`src/uhc_pkg.sv`:
```
// uhc_pkg: shared constants, types and decode for the hex up/down counter
package uhc_pkg;

	// ----------------------------------------
	// sizes
	// ----------------------------------------
	localparam int COUNT_W = 4;
	localparam int ADDR_W  = 4;
	localparam int DATA_W  = 32;

	// ----------------------------------------
	// register offsets (byte addresses)
	// ----------------------------------------
	localparam logic [ADDR_W-1:0] OFS_CTRL   = 4'h0;
	localparam logic [ADDR_W-1:0] OFS_PRESET = 4'h4;
	localparam logic [ADDR_W-1:0] OFS_STATUS = 4'h8;

	// ----------------------------------------
	// field positions
	// ----------------------------------------
	localparam int CTRL_SEL_LO_BIT  = 0;
	localparam int CTRL_SEL_HI_BIT  = 1;
	localparam int CTRL_SRC_PIN_BIT = 2;
	localparam int CTRL_CIN_B_BIT   = 3;
	localparam int STAT_COUNT_LSB   = 0;
	localparam int STAT_COUT_B_BIT  = 4;
	localparam int STAT_MODE_LSB    = 5;
	localparam int STAT_WRAP_BIT    = 8;

	// ----------------------------------------
	// reset values
	// ----------------------------------------
	localparam logic [COUNT_W-1:0] COUNT_RESET  = 4'h0;
	localparam logic [COUNT_W-1:0] PRESET_RESET = 4'h0;

	// ----------------------------------------
	// bus responses
	// ----------------------------------------
	localparam logic [1:0] RESP_OKAY   = 2'h0;
	localparam logic [1:0] RESP_SLVERR = 2'h2;

	// ----------------------------------------
	// types
	// ----------------------------------------
	typedef enum logic [1:0] {
		MODE_PRESET,
		MODE_UP,
		MODE_DOWN,
		MODE_HOLD
	} uhc_mode_t;

	typedef struct packed {
		logic carryInB;
		logic srcPins;
		logic modeSelectHi;
		logic modeSelectLo;
	} uhc_ctrl_t;

	localparam uhc_ctrl_t CTRL_RESET = '{carryInB: 1'b0, srcPins: 1'b0, modeSelectHi: 1'b1, modeSelectLo: 1'b1};

	// two select lines pick the operation; both high holds
	function automatic uhc_mode_t uhcDecodeMode(input logic selHi, input logic selLo);
		uhc_mode_t m;
		m = MODE_HOLD;
		unique case ({selHi, selLo})
			2'h0: m = MODE_PRESET;
			2'h1: m = MODE_UP;
			2'h2: m = MODE_DOWN;
			2'h3: m = MODE_HOLD;
		endcase
		return m;
	endfunction

endpackage

```
`src/uhc_count_core.sv`:
```
// uhc_count_core: the 4-bit synchronous preset/up/down/hold counter
`timescale 1ns/10ps
`default_nettype none

module uhc_count_core
	import uhc_pkg::*;
#(
	parameter int WIDTH = COUNT_W
) (
	input  wire logic             clock,
	input  wire logic             rst_b,
	input  wire logic             modeSelectHi,
	input  wire logic             modeSelectLo,
	input  wire logic [WIDTH-1:0] presetBits,
	input  wire logic             carryInB,
	output var  logic [WIDTH-1:0] countBits,
	output var  logic             carryOutB,
	output var  logic             wrapPulse
);

	// ----------------------------------------
	// mode decode and next count
	// ----------------------------------------
	uhc_mode_t        mode;
	logic [WIDTH-1:0] countReg;
	logic [WIDTH-1:0] countNext;
	logic             atTopCount;
	logic             atBottomCount;
	logic             countAllowed;
	logic             terminal;

	assign mode          = uhcDecodeMode(modeSelectHi, modeSelectLo);
	assign atTopCount    = (countReg == {WIDTH{1'b1}});
	assign atBottomCount = (countReg == {WIDTH{1'b0}});
	// a high carry-in blocks counting only; preset and hold ignore it
	assign countAllowed  = ~carryInB;
	assign terminal      = ((mode == MODE_UP) && atTopCount) || ((mode == MODE_DOWN) && atBottomCount);

	always_comb begin
		countNext = countReg;
		unique case (mode)
			MODE_PRESET: countNext = presetBits;
			MODE_UP:     countNext = countAllowed ? WIDTH'(countReg + 1'b1) : countReg;
			MODE_DOWN:   countNext = countAllowed ? WIDTH'(countReg - 1'b1) : countReg;
			MODE_HOLD:   countNext = countReg;
		endcase
	end

	// ----------------------------------------
	// state: changes only at the rising edge, or at once when rst_b falls
	// ----------------------------------------
	always_ff @(posedge clock or negedge rst_b) begin
		if (!rst_b) begin
			countReg <= COUNT_RESET;
		end else begin
			countReg <= countNext;
		end
	end

	// carry-in gates the carry-out so stages cascade with no extra gates
	assign carryOutB = ~((mode == MODE_PRESET) || (terminal && countAllowed));
	assign countBits = countReg;
	assign wrapPulse = terminal && countAllowed;

endmodule

`default_nettype wire

```
`src/uhc_counter_top.sv`:
```
// uhc_counter_top: AXI4-Lite register front end around the hex counter core
`timescale 1ns/10ps
`default_nettype none

// Summary of operation
// - selects pick preset, up, down or hold
// - selects alone fix the mode; carry-in does not
// - preset loads data only at clock edge
// - carry-out low at terminal with carry-in low, or at preset
// - all changes on rising clock edge, except the asynchronous reset when rst_b falls
// - high carry-in freezes up/down counting
module uhc_counter_top
	import uhc_pkg::*;
(
	input  wire logic               clock,
	input  wire logic               rst_b,
	// counter pins, from logic on the same clock
	input  wire logic               modeSelectHi,
	input  wire logic               modeSelectLo,
	input  wire logic [COUNT_W-1:0] presetBits,
	input  wire logic               carryInB,
	output var  logic [COUNT_W-1:0] countBits,
	output var  logic               carryOutB,
	// AXI4-Lite slave
	input  wire logic [ADDR_W-1:0]  s_axi_awaddr,
	input  wire logic [2:0]         s_axi_awprot,
	input  wire logic               s_axi_awvalid,
	output var  logic               s_axi_awready,
	input  wire logic [DATA_W-1:0]  s_axi_wdata,
	input  wire logic [3:0]         s_axi_wstrb,
	input  wire logic               s_axi_wvalid,
	output var  logic               s_axi_wready,
	output var  logic [1:0]         s_axi_bresp,
	output var  logic               s_axi_bvalid,
	input  wire logic               s_axi_bready,
	input  wire logic [ADDR_W-1:0]  s_axi_araddr,
	input  wire logic [2:0]         s_axi_arprot,
	input  wire logic               s_axi_arvalid,
	output var  logic               s_axi_arready,
	output var  logic [DATA_W-1:0]  s_axi_rdata,
	output var  logic [1:0]         s_axi_rresp,
	output var  logic               s_axi_rvalid,
	input  wire logic               s_axi_rready
);

	// ----------------------------------------
	// register state
	// ----------------------------------------
	uhc_ctrl_t          ctrl_reg;
	uhc_ctrl_t          ctrl_next;
	logic [COUNT_W-1:0] preset_reg;
	logic [COUNT_W-1:0] preset_next;
	logic               wrapSeen_reg;
	logic               wrapSeen_next;

	// ----------------------------------------
	// write and read channel holding state
	// ----------------------------------------
	logic               awHeld_reg;
	logic [ADDR_W-1:0]  awAddr_reg;
	logic               wHeld_reg;
	logic [DATA_W-1:0]  wData_reg;
	logic [3:0]         wStrb_reg;
	logic               bValid_reg;
	logic [1:0]         bResp_reg;
	logic               rValid_reg;
	logic [DATA_W-1:0]  rData_reg;
	logic [1:0]         rResp_reg;

	logic               awFire;
	logic               wFire;
	logic               arFire;
	logic               doWrite;
	logic               wrCtrl;
	logic               wrPreset;
	logic               wrStatus;
	logic               wrMapped;
	logic               rdMapped;
	logic [DATA_W-1:0]  rdWord;

	// ----------------------------------------
	// counter sources: pins or registers
	// ----------------------------------------
	logic               selHiUsed;
	logic               selLoUsed;
	logic [COUNT_W-1:0] presetUsed;
	logic               carryInUsed;
	logic               wrapPulse;
	uhc_mode_t          modeNow;

	// software may only drive the same controls the pins do, so the mode
	// still comes from the selects alone, whether the pins or the registers drive them
	assign selHiUsed   = ctrl_reg.srcPins ? modeSelectHi : ctrl_reg.modeSelectHi;
	assign selLoUsed   = ctrl_reg.srcPins ? modeSelectLo : ctrl_reg.modeSelectLo;
	assign presetUsed  = ctrl_reg.srcPins ? presetBits   : preset_reg;
	// carry-in always honours the pin so a cascade works in either source mode
	assign carryInUsed = carryInB | ctrl_reg.carryInB;
	assign modeNow     = uhcDecodeMode(selHiUsed, selLoUsed);

	uhc_count_core #(
		.WIDTH (COUNT_W)
	) u_core (
		.clock        (clock),
		.rst_b        (rst_b),
		.modeSelectHi (selHiUsed),
		.modeSelectLo (selLoUsed),
		.presetBits   (presetUsed),
		.carryInB     (carryInUsed),
		.countBits    (countBits),
		.carryOutB    (carryOutB),
		.wrapPulse    (wrapPulse)
	);

	// ----------------------------------------
	// write path decode
	// ----------------------------------------
	assign s_axi_awready = ~awHeld_reg & ~bValid_reg;
	assign s_axi_wready  = ~wHeld_reg & ~bValid_reg;
	assign awFire        = s_axi_awvalid & s_axi_awready;
	assign wFire         = s_axi_wvalid & s_axi_wready;
	// address and data are taken in either order; the write lands once both are in
	assign doWrite       = awHeld_reg & wHeld_reg & ~bValid_reg;
	assign wrCtrl        = doWrite & (awAddr_reg == OFS_CTRL);
	assign wrPreset      = doWrite & (awAddr_reg == OFS_PRESET);
	assign wrStatus      = doWrite & (awAddr_reg == OFS_STATUS);
	assign wrMapped      = (awAddr_reg == OFS_CTRL) | (awAddr_reg == OFS_PRESET) | (awAddr_reg == OFS_STATUS);

	// byte lane 0 carries the control and preset fields; lane 1 carries the wrap clear
	assign ctrl_next = (wrCtrl & wStrb_reg[0]) ? uhc_ctrl_t'(wData_reg[CTRL_CIN_B_BIT:CTRL_SEL_LO_BIT]) : ctrl_reg;
	assign preset_next = (wrPreset & wStrb_reg[0]) ? wData_reg[COUNT_W-1:0] : preset_reg;
	// set wins over a write-one-to-clear in the same cycle
	assign wrapSeen_next = wrapPulse |
		(wrapSeen_reg & ~(wrStatus & wStrb_reg[1] & wData_reg[STAT_WRAP_BIT]));

	always_ff @(posedge clock or negedge rst_b) begin
		if (!rst_b) begin
			ctrl_reg     <= CTRL_RESET;
			preset_reg   <= PRESET_RESET;
			wrapSeen_reg <= 1'b0;
		end else begin
			ctrl_reg     <= ctrl_next;
			preset_reg   <= preset_next;
			wrapSeen_reg <= wrapSeen_next;
		end
	end

	always_ff @(posedge clock or negedge rst_b) begin
		if (!rst_b) begin
			awHeld_reg <= 1'b0;
			awAddr_reg <= '0;
		end else if (awFire) begin
			awHeld_reg <= 1'b1;
			awAddr_reg <= {s_axi_awaddr[ADDR_W-1:2], 2'h0};
		end else if (doWrite) begin
			awHeld_reg <= 1'b0;
		end
	end

	always_ff @(posedge clock or negedge rst_b) begin
		if (!rst_b) begin
			wHeld_reg <= 1'b0;
			wData_reg <= '0;
			wStrb_reg <= 4'h0;
		end else if (wFire) begin
			wHeld_reg <= 1'b1;
			wData_reg <= s_axi_wdata;
			wStrb_reg <= s_axi_wstrb;
		end else if (doWrite) begin
			wHeld_reg <= 1'b0;
		end
	end

	always_ff @(posedge clock or negedge rst_b) begin
		if (!rst_b) begin
			bValid_reg <= 1'b0;
			bResp_reg  <= RESP_OKAY;
		end else if (doWrite) begin
			bValid_reg <= 1'b1;
			bResp_reg  <= wrMapped ? RESP_OKAY : RESP_SLVERR;
		end else if (s_axi_bready) begin
			bValid_reg <= 1'b0;
		end
	end

	assign s_axi_bvalid = bValid_reg;
	assign s_axi_bresp  = bResp_reg;

	// ----------------------------------------
	// read path
	// ----------------------------------------
	assign s_axi_arready = ~rValid_reg;
	assign arFire        = s_axi_arvalid & s_axi_arready;

	logic [ADDR_W-1:0] rdAddr;
	logic [DATA_W-1:0] ctrlWord;
	logic [DATA_W-1:0] presetWord;
	logic [DATA_W-1:0] statusWord;

	assign rdAddr     = {s_axi_araddr[ADDR_W-1:2], 2'h0};
	assign ctrlWord   = {{(DATA_W-4){1'b0}}, ctrl_reg};
	assign presetWord = {{(DATA_W-COUNT_W){1'b0}}, preset_reg};
	// status shows the live count, carry-out and decoded mode
	assign statusWord = {{(DATA_W-9){1'b0}}, wrapSeen_reg, 1'b0, modeNow, carryOutB, countBits};
	assign rdMapped   = (rdAddr == OFS_CTRL) | (rdAddr == OFS_PRESET) | (rdAddr == OFS_STATUS);
	assign rdWord     = (rdAddr == OFS_CTRL)   ? ctrlWord :
	                    (rdAddr == OFS_PRESET) ? presetWord :
	                    (rdAddr == OFS_STATUS) ? statusWord : '0;

	always_ff @(posedge clock or negedge rst_b) begin
		if (!rst_b) begin
			rValid_reg <= 1'b0;
			rData_reg  <= '0;
			rResp_reg  <= RESP_OKAY;
		end else if (arFire) begin
			rValid_reg <= 1'b1;
			rData_reg  <= rdWord;
			rResp_reg  <= rdMapped ? RESP_OKAY : RESP_SLVERR;
		end else if (s_axi_rready) begin
			rValid_reg <= 1'b0;
		end
	end

	assign s_axi_rvalid = rValid_reg;
	assign s_axi_rdata  = rData_reg;
	assign s_axi_rresp  = rResp_reg;

	// prot is accepted but carries no meaning here
	logic unusedProt;
	assign unusedProt = ^{s_axi_awprot, s_axi_arprot, s_axi_awaddr[1:0], s_axi_araddr[1:0]};

endmodule

`default_nettype wire

```
`config.mk`:
```
export PLATFORM = sky130hd
export DESIGN_NAME = uhc_counter_top
export DESIGN_NICKNAME = d
export VERILOG_FILES = /design/src/uhc_pkg.sv /design/src/uhc_count_core.sv /design/src/uhc_counter_top.sv
export SDC_FILE = /design/constraint.sdc
export NUM_CORES = 1
export LEC_CHECK = 0
export ABC_AREA = 0
export BUFFER_PORTS_ARGS = -buffer_cell sky130_fd_sc_hd__buf_2
export CAP_MARGIN = 20
export CORE_AREA = 2 2 79 81
export CTS_CLUSTER_DIAMETER = 100
export DETAILED_ROUTE_END_ITERATION = 8
export DIE_AREA = 0 0 81 83
export PLACE_DENSITY = 0.67
export SETUP_SLACK_MARGIN = 0.4
export SLEW_MARGIN = 20
export SYNTH_ARGS = -nofsm -noshare
export SYNTH_HDL_FRONTEND = slang
export SYNTH_SLANG_ARGS = --single-unit
```
`constraint.sdc`:
```
create_clock -name clock -period 2.4 [get_ports clock]
set_clock_uncertainty 0.2 [all_clocks]
set_input_delay 0.48 -clock clock [delete_from_list [all_inputs] [get_ports clock]]
set_output_delay 0.48 -clock clock [all_outputs]
set_load 0.1 [all_outputs]
```
# After elaboration in Yosys (flattened, before gate mapping)
# Cells that the tools add are included.
word_totals:
  inputBits: 64
  elab_cells: 95
  ff_bits: 66
op_classes:
  mux: 19
  addsub: 2
  bitwise_logic: 29
  reduce_logical: 15
  eq_ne: 13
ops:
  columns: ["operator", "count"]
  rows:
  - ["$mux 9", 3]
  - ["$and 1x1->1", 15]
  - ["$eq 2x2->1 const B", 6]
  - ["$logic_not 4->1", 3]
  - ["$mux 4", 3]
  - ["$pmux 4 s3", 1]
  - ["$mux 1", 9]
  - ["$eq 2x1->1 const B", 4]
  - ["$not 1->1", 8]
  - ["$pmux 2 s4", 1]
  - ["$reduce_bool 2->1", 4]
  - ["$or 1x1->1", 6]
  - ["$add 4x1->4 const B", 1]
  - ["$eq 4x4->1 const B", 1]
  - ["$logic_not 2->1", 2]
  - ["$mux 2", 2]
  - ["$ne 2x2->1 const B", 2]
  - ["$sub 4x1->4 const B", 1]
  - ["$logic_and 1x1->1", 3]
  - ["$reduce_and 3->1", 1]
  - ["$logic_or 1x1->1", 2]

# Logic depth before layout (Yosys ltp)
logic_depth:
  word_depth: 12
  ltp_mapped: 11
  ltp_nobuf: 9

# Hierarchy
# From an unflattened synthesis, not the netlist that was laid out.
unflattened:
  cells_unflattened: 188
  area_unflattened_um2: 2035.7
by_module_without_submodules:
  columns: ["mod", "cells_each", "seq_area_each_um2", "instances", "area_per_inst_um2"]
  rows:
  - ["uhc_counter_top", 141, 803.3, 1, 1625.3]
  - ["uhc_count_core", 47, 100.1, 1, 410.4]

# Worst setup path before layout
# Ideal clock, no wire load.
synth_timing:
  path_kind: "register to register"
  from: "reg bValid_reg (netlist: s_axi_bvalid)"
  to: "reg wData_reg[0]"
  path_slack_ps: -889
  path_stages_with_launch: 5
  required_ps: 2072
  period_less_slack_ps: 3289
  arrival_ps: 2962
  path_cell_list: "dfrtp_1 -> nor2_1 -> and2_1 -> buf_2 -> mux2_1"
synth_between:
  elab_chain_cells: 3
synth_rtl:
  columns: ["element", "line", "rtl"]
  rows:
  - ["start: declaration", "uhc_counter_top.sv:64", "logic bValid_reg;"]
  - ["start signal: assignment", "uhc_counter_top.sv:175", "bValid_reg <= 1'b0;"]
  - ["start signal: assignment", "uhc_counter_top.sv:178", "bValid_reg <= 1'b1;"]
  - ["start signal: assignment", "uhc_counter_top.sv:181", "bValid_reg <= 1'b0;"]
  - ["$not 1->1", "uhc_counter_top.sv:118", "assign s_axi_wready = ~wHeld_reg & ~bValid_reg;"]
  - ["$and 1x1->1", "uhc_counter_top.sv:118", null]
  - ["via s_axi_wready", "uhc_counter_top.sv:32", "output var logic s_axi_wready,"]
  - ["$and 1x1->1", "uhc_counter_top.sv:120", "assign wFire = s_axi_wvalid & s_axi_wready;"]
  - ["end signal: assignment", "uhc_counter_top.sv:166", "wData_reg <= s_axi_wdata;"]
  - ["end: declaration", "uhc_counter_top.sv:62", "logic [DATA_W-1:0] wData_reg;"]
# The timed path passes the listed nets, and every way through them passes these cells.
# A chain may end at the register's enable or synchronous reset.

# Final worst setup path
layout_timing:
  from: "reg ctrl_reg, in the netlist ctrlWord[2]"
  to: "out carryOutB"
layout_between:
  elab_chain_cells: 9
  word_cells_on_any_way: 16
layout_rtl:
  columns: ["element", "line", "rtl"]
  rows:
  - ["start: declaration", "uhc_counter_top.sv:49", "uhc_ctrl_t ctrl_reg;"]
  - ["start signal: assignment", "uhc_counter_top.sv:141", "ctrl_reg <= ctrl_next;"]
  - ["$mux 1 (on tied branches)", "uhc_counter_top.sv:94, uhc_counter_top.sv:93", null]
  - ["$eq 2x2->1, or another cell as far along", "uhc_pkg.sv:65", "unique case ({selHi, selLo})"]
  - ["$pmux 2 s4 (*)", "uhc_pkg.sv:65", null]
  - ["$eq 2x1->1 or $eq 2x2->1 (tied branches)", "uhc_count_core.sv:37", "assign terminal = ((mode == MODE_UP) && atTopCount) || ((mode == MODE_DOWN) && atBottomCount);"]
  - ["$logic_and 1x1->1", "uhc_count_core.sv:37", null]
  - ["$logic_or 1x1->1", "uhc_count_core.sv:37", null]
  - ["$logic_and 1x1->1", "uhc_count_core.sv:61", "assign carryOutB = ~((mode == MODE_PRESET) || (terminal && countAllowed));"]
  - ["$logic_or 1x1->1 (*)", "uhc_count_core.sv:61", null]
  - ["$not 1->1 (*)", "uhc_count_core.sv:61", null]
  - ["end: declaration", "uhc_counter_top.sv:23", "output var logic carryOutB,"]
# Every way passes the cells marked *; elsewhere a longest branch is shown, timed or not.

==> qor.yml <==
die_area_um2: 6720
syn_area_per_cell_um2: 10.7
critPathSlowestCell: "or4b_4"
drt_iter0_drc: 28
rsz0062_at_grt: "true"
grt_max_degree: 24
cts_tree: "yes"
yosysWarnings: 0
htreeDepth: 2
synth_top_family_by_area: "multiplexers"
syn2layout_area_growth_pct: 30.0
min_period_over_period_pct: 115
dr.pass1.iters: 4
clk_path_buf_depth: 2
ys_async_sr_fraction_pct: 100
synth_mux_area_share_pct: 15.6
synth_edf_count: 0
critPathMaxFanout: 3
drv_cap: 0
diodes: 0
grt_overflow: 0
worstSetupStartpointType: "flop"
slew_violations: 0
numClockSinks: 36
final_cells: 332
dieHeight_um: 83
grt_pass1_wl_um: 7040
layout_commonest_cell: "buf_2"
grtUsageTotal_pct: 13.8
status: "complete, but fails checks"
synth-main-ff-cell: "dfrtp_1"
synth_cells: 188
worstPathArrival_ns: 2.08
slowest_delay_ns: 0.48
worstMarginPinSlew_ns: 0.531
power_per_cell_area_nw_per_um2: 1730
first_global_vias: 1415
clock_latency_ns: 0.29
post_drt_wl_per_cell_um: 13.4
clkTransAtPathRegs_ns: 0.07
synth-seq-cells: 36
crit_type: "flop to output pin"
synth_area_um2: 2020
p_leak_nw: 1.26
synth_cell_types: 41
via_count: 1544
synth-xor-area-share_pct: 0.869
drc_errors: 0
post-route-util_pct: 45.1
setup_viol_count_final: 4
design_area_um2: 2620
drive_gt1_share_pct: 39.7
port_buffers: 44
initial_core_util_pct: 34.7
ant_nets: 0
post_drt_via_cell_ratio: 4.65
fin_crit_ns: 2.76
ir_worst_vdd_uv: 888
hold_violations: 0
hold_depth: 2
required_ns: 1.72
crit_chain: "mux2i_4 -> ha_4 -> or4b_4 -> o22ai_4 -> a21oi_4 -> buf_12"
violations: "setup timing"
fp.coreArea_um2: 5820
synth_compound_area_share_pct: 9.87
fmax_mhz: 363
synth_simple_gate_area_share_pct: 12.7
dp.cells: 313
drt_wl_total_um: 4470
cts_root_buf: "clkbuf_8"
crit_path_end_kind: "output pin"
ios: 110
rows: 28
dp_hpwl_um: 3280
die_w_um: 81
antenna_found_initial: 0
setup_ws_ns: -0.357
final_nets: 326
synth-seq-area-share_pct: 44.8
ff2ff_path_depth: 12
slew_headroom_pct: 64.6
place_area_um2: 2370
layout_common_cells: "buf_2, dfrtp_1, conb_1, buf_4, nand2_1"
globalplace.congestion: 0.756
hold_path_class: "primary input to flop"
synth_fa_ha_area_share_pct: 3.72
largest_reg_flops: 8
numCtsBuffers: 5
-- worst max-delay path, delay by kind of cell (launching register included) --
family / cells / cell delay, ns
AND/OR/NAND/NOR: 1 / 0.48
flip-flops: 1 / 0.44
multiplexers: 1 / 0.28
AO/OA/AOI/OAI: 2 / 0.25
buffers and inverters: 1 / 0.17
adder cells (fa/ha/maj): 1 / 0.16
-- where the power goes --
group / switching [mW] / leakage, nW / internal (mW)
Combinational: 1.89 / 0.781 / 1.06
Clock: 0.225 / 0.0424 / 0.207
Sequential: 0.250 / 0.437 / 0.896
-- final timing paths --
kind | start | end | slack [ns]
setup / recovery | ctrlWord[2] | carryOutB | -0.36
hold / removal | s_axi_bready | s_axi_bvalid | 0.15
setup reg to reg | ctrlWord[2] | u_core.countBits[2] | -0.08
hold reg to reg | s_axi_bresp[1] | s_axi_bresp[1] | 0.29
max in group asynchronous | rst_b | ctrlWord[0] | 0.84
min in group asynchronous | rst_b | u_core.countBits[3] | 0.50
-- synth_stat cells, types with 2 or more instances --
| library cell | n | area share (%) |
|---|---|---|
| nand2_1 | 18 | 3.4 |
| mux2i_1 | 9 | 4.5 |
| buf_2 | 2 | 0.50 |
| dfrtp_1 | 34 | 42 |
| inv_1 | 4 | 0.74 |
| o21ai_0 | 12 | 3.0 |
| a211oi_1 | 2 | 0.74 |
| nand3_1 | 2 | 0.50 |
| nor3b_1 | 3 | 1.1 |
| ha_1 | 6 | 3.7 |
| clkbuf_1 | 2 | 0.37 |
| dfstp_2 | 2 | 2.6 |
| nor2_1 | 8 | 1.5 |
| a22o_1 | 2 | 0.87 |
| nor2b_1 | 5 | 1.6 |
| mux2_2 | 4 | 2.2 |
| xor2_1 | 2 | 0.87 |
| a21oi_1 | 6 | 1.5 |
| nand4b_1 | 2 | 0.87 |
| buf_4 | 27 | 10 |
| mux2_1 | 16 | 8.9 |
-- routing by layer --
metal,track usage [%],part of all wire (%),up-vias
met4,5.55,1.7,0
met5,0,0,-
met2,23.1,51,62
met3,3.48,6.5,8
li1,-,-,734
met1,16.5,41,740
-- repair_timing --
action                                  4_1_cts  5_1_grt
hold buffers                                  1        0
resized for setup                            20        2
buffers inserted                              6        4
endpoints found under the setup margin       10        9
hold endpoints to repair                     22        0
pin swaps                                     8        3
-- logic make-up (layout without fill, tap and decap cells) --
kind of cell,count (synthesis),in the layout
mux,29,29
xor+xnor,2,2
compound gates,31,31
flops,36,36
fa+ha+maj,6,6
other cells,1,26
buf+inv,36,80
simple gates,47,47
-- metrics by stage --
| stage | total power [mW] | setup slack [ns] | setup TNS, ns | hold WS [ns] |
|---|---|---|---|---|
| floorplan | 3.25 | -0.245 | -0.335 | -0.0156 |
| global placement | 3.68 | -0.311 | -0.311 | 0.260 |
| detailed placement | 3.73 | -0.304 | -0.304 | 0.277 |
| CTS | 4.46 | -0.371 | -0.371 | 0.140 |
| global route | 4.78 | -0.425 | -0.953 | 0.170 |
| finish | 4.53 | -0.357 | -0.538 | 0.146 |
-- area by class of cell --
type	count	area, um^2
inverter	4	18.8
tap	75	93.8
multi-input combinational	141	1070
clock inverter	1	8.76
clock buffer	7	76.3
fill	578	3190
sequential	36	913
timing repair buffer	68	437
Power figures use the tool's default switching activity.
